**src/verilog/kpd_pkg.sv**
```systemverilog
// shared constants and types of the keypad matrix scanner
package kpd_pkg;
    localparam int COLS = 6;
    localparam int ROWS = 8;
    localparam int DKEYS = 4;
    localparam int DEB_W = ROWS + DKEYS;
    localparam int DEB_CNT_W = 16;
    localparam int ENC_W = 8;
    localparam int ADDR_W = 8;
    localparam int ST_W = 4;

    localparam logic [ADDR_W-1:0] OFF_CTRL = 8'h00;
    localparam logic [ADDR_W-1:0] OFF_DEBOUNCE = 8'h04;
    localparam logic [ADDR_W-1:0] OFF_STATUS = 8'h08;
    localparam logic [ADDR_W-1:0] OFF_MASK = 8'h0c;
    localparam logic [ADDR_W-1:0] OFF_LIVE = 8'h10;
    localparam logic [ADDR_W-1:0] OFF_ENC = 8'h14;
    localparam logic [ADDR_W-1:0] OFF_SCAN_LO = 8'h18;
    localparam logic [ADDR_W-1:0] OFF_SCAN_HI = 8'h1c;

    localparam int CTRL_MS_LSB = 0;
    localparam int CTRL_AUTO_EN = 6;
    localparam int CTRL_SOA_EN = 7;
    localparam int CTRL_IGN_MULTI = 8;
    localparam int CTRL_DIRECT_EN = 9;
    localparam int CTRL_ENC_A_EN = 10;
    localparam int CTRL_ENC_B_EN = 11;
    localparam int CTRL_AUTO_GO = 12;
    localparam int CTRL_W = 12;
    localparam logic [CTRL_W-1:0] CTRL_RESET = 12'h000;
    localparam logic [DEB_CNT_W-1:0] DEB_RESET = 16'h00ff;

    localparam int ST_MATRIX = 0;
    localparam int ST_DIRECT = 1;
    localparam int ST_SCAN = 2;
    localparam int ST_ENC = 3;

    localparam int CLK_MHZ = 125;
    localparam int SETTLE_NS = 1000;
    localparam int SETTLE_CYC = (SETTLE_NS * CLK_MHZ + 999) / 1000;

    typedef enum logic [2:0] {
        st_idle = 3'b001,
        st_drive = 3'b010,
        st_done = 3'b100
    } kpd_scan_state_t;
endpackage : kpd_pkg

```
**src/verilog/kpd_deb_if.sv**
```systemverilog
// debounce carrier between the controller and its input filter
`timescale 1ns/100ps
interface kpd_deb_if;
    logic ce;
    logic [kpd_pkg::DEB_W-1:0] raw;
    logic [kpd_pkg::DEB_CNT_W-1:0] limit;
    logic [kpd_pkg::DEB_W-1:0] stable;
    logic [kpd_pkg::DEB_W-1:0] rose;
    modport owner(output ce, raw, limit, input stable, rose);
    modport filter(input ce, raw, limit, output stable, rose);
endinterface : kpd_deb_if

```
**src/verilog/kpd_debounce.sv**
```systemverilog
// debounce filter for matrix returns and direct keys
`timescale 1ns/100ps
module kpd_debounce (
    input wire logic pclk,
    input wire logic presetn,
    kpd_deb_if.filter d
);
    logic [kpd_pkg::DEB_W-1:0] last;
    logic [kpd_pkg::DEB_CNT_W-1:0] cnt;

    // a change only counts once the inputs held still past the limit
    always_ff @(posedge pclk or negedge presetn) begin
        if (!presetn) begin
            last <= '0;
            cnt <= '0;
            d.stable <= '0;
            d.rose <= '0;
        end else if (d.ce) begin
            d.rose <= '0;
            if (d.raw != last) begin
                last <= d.raw;
                cnt <= '0;
            end else if (cnt < d.limit) begin
                cnt <= cnt + 1'b1;
            end else if (d.stable != last) begin
                d.stable <= last;
                d.rose <= last & ~d.stable;
            end
        end
    end
endmodule : kpd_debounce

```
**src/verilog/kpd_encoder.sv**
```systemverilog
// quadrature decoder for one rotary encoder
`timescale 1ns/100ps
module kpd_encoder (
    input wire logic pclk,
    input wire logic presetn,
    input wire logic ce,
    input wire logic en,
    input wire logic phase_a,
    input wire logic phase_b,
    output logic [kpd_pkg::ENC_W-1:0] count,
    output logic step
);
    logic [1:0] prev;
    logic [1:0] cur;

    assign cur = {phase_a, phase_b};

    // gray sequence 00-01-11-10 counts up, the reverse counts down
    always_ff @(posedge pclk or negedge presetn) begin
        if (!presetn) begin
            prev <= 2'h0;
            count <= '0;
            step <= 1'b0;
        end else if (ce) begin
            prev <= cur;
            step <= 1'b0;
            if (en && cur != prev) begin
                if (cur == {prev[0], ~prev[1]}) begin
                    count <= count + 1'b1;
                    step <= 1'b1;
                end else if (cur == {~prev[0], prev[1]}) begin
                    count <= count - 1'b1;
                    step <= 1'b1;
                end
            end
        end
    end
endmodule : kpd_encoder

```
**src/verilog/kpd_scanner.sv**
```systemverilog
// keypad matrix scanner top: apb registers, scan engine, direct keys, encoders
// Summary of operation
// - scans up to 8 returns by 6 columns, direct keys and two encoders
// - matrix and direct inputs are serviced at the same time
// - key interrupts only after activity holds stable beyond the debounce interval; encoder steps flag at once
// - in manual scan software drives columns and reads live returns
// - ignore-multiple policy gives one interrupt for the first debounced press
// - automatic scan walks the columns and stores each row reading
// - scan-on-activity starts a scan and interrupts when it completes
// - software-started automatic scan raises no interrupt
// - eight matrix return inputs are sampled
// - direct inputs 3:2 are keys or encoder B phases
// - direct inputs are used only when software selects them
`timescale 1ns/100ps
module kpd_scanner #(
    parameter int SETTLE_CYC = kpd_pkg::SETTLE_CYC
) (
    input wire logic pclk,
    input wire logic presetn,
    input wire logic pce,
    input wire logic psel,
    input wire logic penable,
    input wire logic pwrite,
    input wire logic [kpd_pkg::ADDR_W-1:0] paddr,
    input wire logic [31:0] pwdata,
    output logic [31:0] prdata,
    output logic pready,
    output logic pslverr,
    output logic [kpd_pkg::COLS-1:0] column_scan_out,
    input wire logic [kpd_pkg::ROWS-1:0] row_return_in,
    input wire logic [kpd_pkg::DKEYS-1:0] direct_key_in,
    output logic irq
);
    // returns reach the result two sync flops late, so fewer than three settle cycles read stale rows
    if (SETTLE_CYC < 3 || SETTLE_CYC > 65535) begin : g_check
        $error("settle count out of range");
    end

    logic [kpd_pkg::ROWS-1:0] rows_s1;
    logic [kpd_pkg::ROWS-1:0] rows_s2;
    logic [kpd_pkg::DKEYS-1:0] dk_s1;
    logic [kpd_pkg::DKEYS-1:0] dk_s2;
    logic [kpd_pkg::CTRL_W-1:0] ctrl;
    logic [kpd_pkg::DEB_CNT_W-1:0] deb_limit;
    logic [kpd_pkg::ST_W-1:0] status;
    logic [kpd_pkg::ST_W-1:0] mask;
    logic [kpd_pkg::ST_W-1:0] st_set;
    logic [kpd_pkg::ST_W-1:0] st_clr;
    logic [kpd_pkg::ST_W-1:0] next_status;
    logic [31:0] next_rdata;
    logic next_err;
    logic wr;
    logic auto_go;
    logic [kpd_pkg::DKEYS-1:0] dk_keys;
    logic [1:0] enc_en;
    logic [1:0] enc_step;
    logic [kpd_pkg::ENC_W-1:0] enc_cnt [2];
    logic [kpd_pkg::ROWS-1:0] scan_res [kpd_pkg::COLS];
    logic [kpd_pkg::ROWS-1:0] rows_rose;
    logic [kpd_pkg::ROWS-1:0] rows_held;
    logic matrix_evt;
    logic direct_evt;
    logic start_act;
    logic start_sw;
    logic from_act;
    logic scan_done;
    logic col_last;
    logic settle_end;
    logic [2:0] col;
    logic [15:0] settle;
    logic [kpd_pkg::COLS-1:0] next_cols;
    kpd_pkg::kpd_scan_state_t state;
    kpd_pkg::kpd_scan_state_t next_state;

    kpd_deb_if deb ();

    // pin inputs pass two flops before any logic looks at them
    always_ff @(posedge pclk or negedge presetn) begin
        if (!presetn) begin
            rows_s1 <= '0;
            rows_s2 <= '0;
            dk_s1 <= '0;
            dk_s2 <= '0;
        end else if (pce) begin
            rows_s1 <= row_return_in;
            rows_s2 <= rows_s1;
            dk_s1 <= direct_key_in;
            dk_s2 <= dk_s1;
        end
    end

    // encoder pins are withheld from the direct-key path while in use
    always_comb begin
        dk_keys = ctrl[kpd_pkg::CTRL_DIRECT_EN] ? dk_s2 : '0;
        if (ctrl[kpd_pkg::CTRL_ENC_A_EN]) begin
            dk_keys[1:0] = 2'h0;
        end
        if (ctrl[kpd_pkg::CTRL_ENC_B_EN]) begin
            dk_keys[3:2] = 2'h0;
        end
    end

    assign enc_en[0] = ctrl[kpd_pkg::CTRL_DIRECT_EN] & ctrl[kpd_pkg::CTRL_ENC_A_EN];
    assign enc_en[1] = ctrl[kpd_pkg::CTRL_DIRECT_EN] & ctrl[kpd_pkg::CTRL_ENC_B_EN];

    for (genvar g = 0; g < 2; g++) begin : g_enc
        kpd_encoder u_enc (
            .pclk(pclk),
            .presetn(presetn),
            .ce(pce),
            .en(enc_en[g]),
            .phase_a(dk_s2[2*g]),
            .phase_b(dk_s2[2*g+1]),
            .count(enc_cnt[g]),
            .step(enc_step[g])
        );
    end

    // one filter serves matrix and direct keys alike
    assign deb.ce = pce;
    assign deb.raw = {dk_keys, rows_s2};
    assign deb.limit = deb_limit;

    kpd_debounce u_deb (
        .pclk(pclk),
        .presetn(presetn),
        .d(deb)
    );

    assign rows_rose = deb.rose[kpd_pkg::ROWS-1:0];
    assign rows_held = deb.stable[kpd_pkg::ROWS-1:0] & ~rows_rose;

    // while the engine walks the columns, returns change on purpose
    always_comb begin
        matrix_evt = 1'b0;
        if (|rows_rose && state == kpd_pkg::st_idle) begin
            if (!ctrl[kpd_pkg::CTRL_IGN_MULTI] || rows_held == '0) begin
                matrix_evt = 1'b1;
            end
        end
    end

    assign direct_evt = |deb.rose[kpd_pkg::DEB_W-1:kpd_pkg::ROWS];

    // apb slave: answer registered in the setup cycle, ready in access
    assign wr = psel & penable & pready & pwrite;
    assign auto_go = wr && paddr == kpd_pkg::OFF_CTRL && pwdata[kpd_pkg::CTRL_AUTO_GO];

    always_comb begin
        next_rdata = 32'h0000_0000;
        next_err = 1'b0;
        case (paddr)
            kpd_pkg::OFF_CTRL: begin
                next_rdata = {20'h0_0000, ctrl};
            end
            kpd_pkg::OFF_DEBOUNCE: begin
                next_rdata = {16'h0000, deb_limit};
            end
            kpd_pkg::OFF_STATUS: begin
                next_rdata = {28'h000_0000, status};
            end
            kpd_pkg::OFF_MASK: begin
                next_rdata = {28'h000_0000, mask};
            end
            kpd_pkg::OFF_LIVE: begin
                next_rdata = {19'h0_0000, state != kpd_pkg::st_idle, deb.stable};
            end
            kpd_pkg::OFF_ENC: begin
                next_rdata = {16'h0000, enc_cnt[1], enc_cnt[0]};
            end
            kpd_pkg::OFF_SCAN_LO: begin
                next_rdata = {scan_res[3], scan_res[2], scan_res[1], scan_res[0]};
            end
            kpd_pkg::OFF_SCAN_HI: begin
                next_rdata = {16'h0000, scan_res[5], scan_res[4]};
            end
            default: begin
                next_err = 1'b1;
            end
        endcase
    end

    always_ff @(posedge pclk or negedge presetn) begin
        if (!presetn) begin
            pready <= 1'b0;
            prdata <= 32'h0000_0000;
            pslverr <= 1'b0;
        end else if (pce) begin
            pready <= psel & ~penable;
            if (psel && !penable) begin
                prdata <= pwrite ? 32'h0000_0000 : next_rdata;
                pslverr <= next_err;
            end
        end
    end

    always_ff @(posedge pclk or negedge presetn) begin
        if (!presetn) begin
            ctrl <= kpd_pkg::CTRL_RESET;
            deb_limit <= kpd_pkg::DEB_RESET;
            mask <= '0;
        end else if (pce && wr) begin
            case (paddr)
                kpd_pkg::OFF_CTRL: begin
                    ctrl <= pwdata[kpd_pkg::CTRL_W-1:0];
                end
                kpd_pkg::OFF_DEBOUNCE: begin
                    deb_limit <= pwdata[kpd_pkg::DEB_CNT_W-1:0];
                end
                kpd_pkg::OFF_MASK: begin
                    mask <= pwdata[kpd_pkg::ST_W-1:0];
                end
                default: begin
                end
            endcase
        end
    end

    // scan engine
    assign start_act = matrix_evt & ctrl[kpd_pkg::CTRL_SOA_EN];
    assign start_sw = auto_go & ctrl[kpd_pkg::CTRL_AUTO_EN];
    assign col_last = col == 3'(kpd_pkg::COLS - 1);
    assign settle_end = settle == 16'(SETTLE_CYC - 1);
    assign scan_done = state == kpd_pkg::st_done;

    always_comb begin
        next_state = state;
        case (state)
            kpd_pkg::st_idle: begin
                if (start_act || start_sw) begin
                    next_state = kpd_pkg::st_drive;
                end
            end
            kpd_pkg::st_drive: begin
                if (settle_end && col_last) begin
                    next_state = kpd_pkg::st_done;
                end
            end
            kpd_pkg::st_done: begin
                next_state = kpd_pkg::st_idle;
            end
            default: begin
                next_state = kpd_pkg::st_idle;
            end
        endcase
    end

    always_ff @(posedge pclk or negedge presetn) begin
        if (!presetn) begin
            state <= kpd_pkg::st_idle;
        end else if (pce) begin
            state <= next_state;
        end
    end

    always_ff @(posedge pclk or negedge presetn) begin
        if (!presetn) begin
            col <= 3'h0;
            settle <= 16'h0000;
            from_act <= 1'b0;
        end else if (pce) begin
            if (state == kpd_pkg::st_idle) begin
                col <= 3'h0;
                settle <= 16'h0000;
                if (start_act || start_sw) begin
                    from_act <= start_act;
                end
            end else if (state == kpd_pkg::st_drive) begin
                if (settle_end) begin
                    settle <= 16'h0000;
                    col <= col + 3'h1;
                end else begin
                    settle <= settle + 16'h0001;
                end
            end
        end
    end

    // each column keeps the returns it saw at the end of its settle time
    for (genvar c = 0; c < kpd_pkg::COLS; c++) begin : g_res
        always_ff @(posedge pclk or negedge presetn) begin
            if (!presetn) begin
                scan_res[c] <= '0;
            end else if (pce && state == kpd_pkg::st_drive && settle_end && col == 3'(c)) begin
                scan_res[c] <= rows_s2;
            end
        end
    end

    always_comb begin
        next_cols = ctrl[kpd_pkg::CTRL_MS_LSB +: kpd_pkg::COLS];
        if (next_state == kpd_pkg::st_drive) begin
            next_cols = '0;
            if (state == kpd_pkg::st_idle) begin
                next_cols[0] = 1'b1;
            end else if (settle_end) begin
                next_cols[3'(col + 3'h1)] = 1'b1;
            end else begin
                next_cols[col] = 1'b1;
            end
        end
    end

    always_ff @(posedge pclk or negedge presetn) begin
        if (!presetn) begin
            column_scan_out <= '0;
        end else if (pce) begin
            column_scan_out <= next_cols;
        end
    end

    // status: a new event wins over a clear in the same cycle
    always_comb begin
        st_set = '0;
        st_set[kpd_pkg::ST_MATRIX] = matrix_evt;
        st_set[kpd_pkg::ST_DIRECT] = direct_evt;
        st_set[kpd_pkg::ST_SCAN] = scan_done & from_act;
        st_set[kpd_pkg::ST_ENC] = |enc_step;
        st_clr = (wr && paddr == kpd_pkg::OFF_STATUS) ? pwdata[kpd_pkg::ST_W-1:0] : '0;
        next_status = (status & ~st_clr) | st_set;
    end

    always_ff @(posedge pclk or negedge presetn) begin
        if (!presetn) begin
            status <= '0;
            irq <= 1'b0;
        end else if (pce) begin
            status <= next_status;
            irq <= |(status & mask);
        end
    end
endmodule : kpd_scanner

```
**config.mk**
```make
export PLATFORM = sky130hd
export DESIGN_NAME = kpd_scanner
export DESIGN_NICKNAME = d
export VERILOG_FILES = /design/src/verilog/kpd_pkg.sv /design/src/verilog/kpd_deb_if.sv /design/src/verilog/kpd_debounce.sv /design/src/verilog/kpd_encoder.sv /design/src/verilog/kpd_scanner.sv
export SDC_FILE = /design/constraint.sdc
export NUM_CORES = 1
export LEC_CHECK = 0
export CORE_MARGIN = 5
export CORE_UTILIZATION = 56
export DETAILED_ROUTE_END_ITERATION = 8
export DONT_BUFFER_PORTS = 1
export PLACE_DENSITY = 0.79
export SKIP_LAST_GASP = 1
export SLEW_MARGIN = 5
export SYNTH_ARGS = -nofsm -noshare
export SYNTH_HDL_FRONTEND = slang
export SYNTH_SLANG_ARGS = --single-unit
export TNS_END_PERCENT = 1
```
**constraint.sdc**
```tcl
create_clock -name pclk -period 7.2 [get_ports pclk]
set_input_delay 1.44 -clock pclk [delete_from_list [all_inputs] [get_ports pclk]]
set_output_delay 1.44 -clock pclk [all_outputs]
set_load 0.01 [all_outputs]
```
==> run_results.csv <==
group,metric,value,unit
pwr,p_sw,0.0007694,W
yosys,yosysSeqAreaShare,51.48,%
timing,min_period,3.740,ns
detailed_routing,postRouteAntennaNets,0,
global_route,grt_usage,23.44,%
timing,hold_ws,0.4753,ns
timing,max_freq,267.4,MHz
global_route,grt.busiest_layer,"met2",
detailed_routing,firstDrtPassIters,6,
yosys,syn_avg_cell_area,11.23,sq um
yosys,postSynthCellCount,1067,
critical_path,arrival,4.16,ns
pwr,pwr-share-seq,47.8,%
yosys,synth_edf_count,0,
timing,tightest_slew,0.9805,ns
status,status,"finished, final reports clean",
finish,syn2layout_area_growth,9.348,%
yosys,ys_ff_latch,246,
clock_tree,path_clk_slew,0.06,ns
clock_tree,cts-hold-fix-buffers,0,
clock_tree,clock_latency,0.55,ns
finish,drive_gt1_share,18.98,%
clock_tree,clk_path_buf_depth,3,
detailed_routing,drt-initial-drc-count,615,
timing,slew_viol_final,0,
detailed_routing,viasPerCell,6.227,
place,portBuffers,0,
yosys,yosys_warnings,0,
floorplanning,die_h,156.3,microns
timing,fin_skew,0.02130,ns
floorplanning,io_pins,99,
clock_tree,cts_buffers,27,
yosys,async_reset_ff_share,100.0,%
finish,stdcell_area,13100,sq um
critical_path,end_kind,"flip-flop",
detailed_routing,wire_per_inst,21.11,microns
clock_tree,cts_tree,"done",
timing,period_share,51.94,%
detailed_routing,wirelength,28500,microns
floorplanning,initial_core_util,56.99,%
pwr,comb_power_share,7.4,%
place,dp_hpwl,19580,microns
clock_tree,cts.htree.levels,1,
yosys,yosys.cell_types.count,64,
yosys,synth_area,11980,sq um
detailed_routing,drc,0,
floorplanning,core.rowCount,53,
finish,n_antenna_cell,0,
global_route,grt_pass1_wl,46040,microns
pwr,ir_worst_vdd,0.2755,mV
critical_path,path_max_fanout,13,
job,drv_cap,0,
clock_tree,root_buffer,"clkbuf_16",
timing,relSlewSlack,34.63,%
pwr,clockPowerShare,44.7,%
critical_path,startpoint_type,"input port",
global_route,antenna_found_initial,0,
place,gp_congestion,0.8989,
floorplanning,core_area,21020,sq um
timing,rsz0062_at_grt,"no",
timing,setup_viol,0,
detailed_routing,vias,8406,
floorplanning,die_width,156.3,microns
critical_path,critical_path_class,"input port to flip-flop",
global_route,grt_use_met3,3.927,%
critical_path,crit_required,7.62,ns
floorplanning,dieArea,24420,sq um
yosys,synth_top_area_cell,"dfrtp_1",
finish,finalNetCount,1161,
clock_tree,post_cts_buffers,0,
global_route,grt_overflow,0,
yosys,yosysMostFrequentCell,"dfrtp_1",
timing,hold_viol_final,0,
timing,fin_setup_tns,0,ns
pwr,p_per_area,241.2,nW/um^2
global_route,met2_usage,38.80,%
pwr,p_leak,6.124,nW
clock_tree,cts-resized-gates,0,
finish,fin_util,62.32,%
pwr,intPower,0.002391,W
global_route,grt_use_met1,32.38,%
clock_tree,cts_sinks,246,
pwr,p_sw_share,24.35,%
global_route,first_global_vias,8513,
hold_path,min_path_type,"flip-flop to flip-flop",
global_route,grt_max_degree,247,
place,placed_area,12170,sq um
yosys,synth_top_area_share,49.50,%
yosys,ys.flop_type,"dfrtp_1",
yosys,yosys-top-cells-area,"dfrtp_1 50%, mux2_2 12%, ha_1 4.9%",
yosys,synthTopCellsByCount,"237 x dfrtp_1, 127 x mux2_2, 103 x nand2_1",
yosys,syn_nets,1174,
[kinds of logic (layout without fill, tap and decap cells)]
family / Yosys count / after routing / share of synthesized area [%]
compound gates: 206 / 206 / 11.95
xor+xnor: 54 / 54 / 3.948
fa+ha+maj: 49 / 49 / 5.243
buf+inv: 105 / 113 / 3.394
flops: 246 / 246 / 51.48
mux: 144 / 144 / 13.40
simple gates: 263 / 263 / 10.59
[registers in the layout (all words and copies together), names as in the netlist, 4 cells and up]
signal and count:
ctrl 12, u_deb.last 12, u_deb.d.rose 12, deb.limit 16, status 4, g_enc.u_enc.prev 4
scan_res 48, dk_s2 4, rows_s1 8, dk_s1 4, column_scan_out 6, u_deb.cnt 16
rows_s2 8, settle 16, g_enc.u_enc.count 16, prdata 32, mask 4, u_deb.d.stable 12
[placed cells by master, fill, tap and decap left out, types with 8 or more instances in the layout]
master / count
clkbuf_16: 27
nand4_1: 15
ha_1: 47
a21oi_1: 41
mux2_2: 127
mux2i_1: 16
nand2_1: 103
a21o_1: 18
inv_1: 57
xnor2_1: 38
a2111oi_0: 8
o22ai_1: 9
a221o_1: 12
a22o_1: 29
clkinv_2: 11
dfrtp_1: 237
xor2_1: 16
dfstp_2: 9
nor2_1: 56
and3_1: 9
nor3_1: 10
o21ai_0: 46
nand3_1: 30
[final cells by class]
class                      instances  area (sq um)
timing repair buffer               5         37.54
inverter                          58         217.7
clock buffer                      33         738.2
sequential                       246          6167
multi-input combinational        716          5406
fill                            1578          7921
clock inverter                    17         188.9
tap                              275         344.1
[power by group through the flow]
| stage | Clock (W) | Sequential [W] | Combinational (W) |
|---|---|---|---|
| after global placement | 0 | 0.00153 | 0.000221 |
| after floorplan | 0 | 0.00149 | 0.000211 |
| after global routing | 0.00149 | 0.00152 | 0.000264 |
| after detailed placement | 0 | 0.00154 | 0.000234 |
| final | 0.00141 | 0.00151 | 0.000235 |
| after CTS | 0.00143 | 0.00151 | 0.000235 |
[through the flow]
step	setup WS, ns	instances	power (W)
after global placement	3.108	1300	0.001753
after floorplan	3.921	1067	0.001701
final	3.460	1350	0.003160
after detailed placement	3.024	1300	0.001769
after global routing	3.351	1350	0.003273
after CTS	3.587	1350	0.003178
[worst paths after layout]
check / start / to / slack (ns) / depth (start not counted)
min: g_enc[0].u_enc.count[7] / g_enc[0].u_enc.count[7] / 0.48 / 1
max: paddr[5] / column_scan_out[4] / 3.46 / 7
max reg2reg: deb.limit[15] / u_deb.d.stable[0] / 3.89 / 9
min in group asynchronous: presetn / g_enc[1].u_enc.count[4] / 0.58 / 0
min reg2reg: g_enc[0].u_enc.count[7] / g_enc[0].u_enc.count[7] / 0.48 / 1
max in group asynchronous: presetn / deb.limit[2] / 6.11 / 0
[critical path: stages]
cell and delay [ns]:
or3_1 0.44, nor3_4 0.33, nor3b_2 0.80, nand2_1 0.27
o31ai_2 0.31, a211oi_1 0.23, a221o_1 0.33
[routing by layer]
layer  vias to the layer above  routed length [microns]
li1                       3798                        -
met5                         -                        0
met4                         0                      913
met3                        75                     1814
met1                      4244                    11930
met2                       289                    13840
Note: power is estimated with default switching activity, not from simulation.
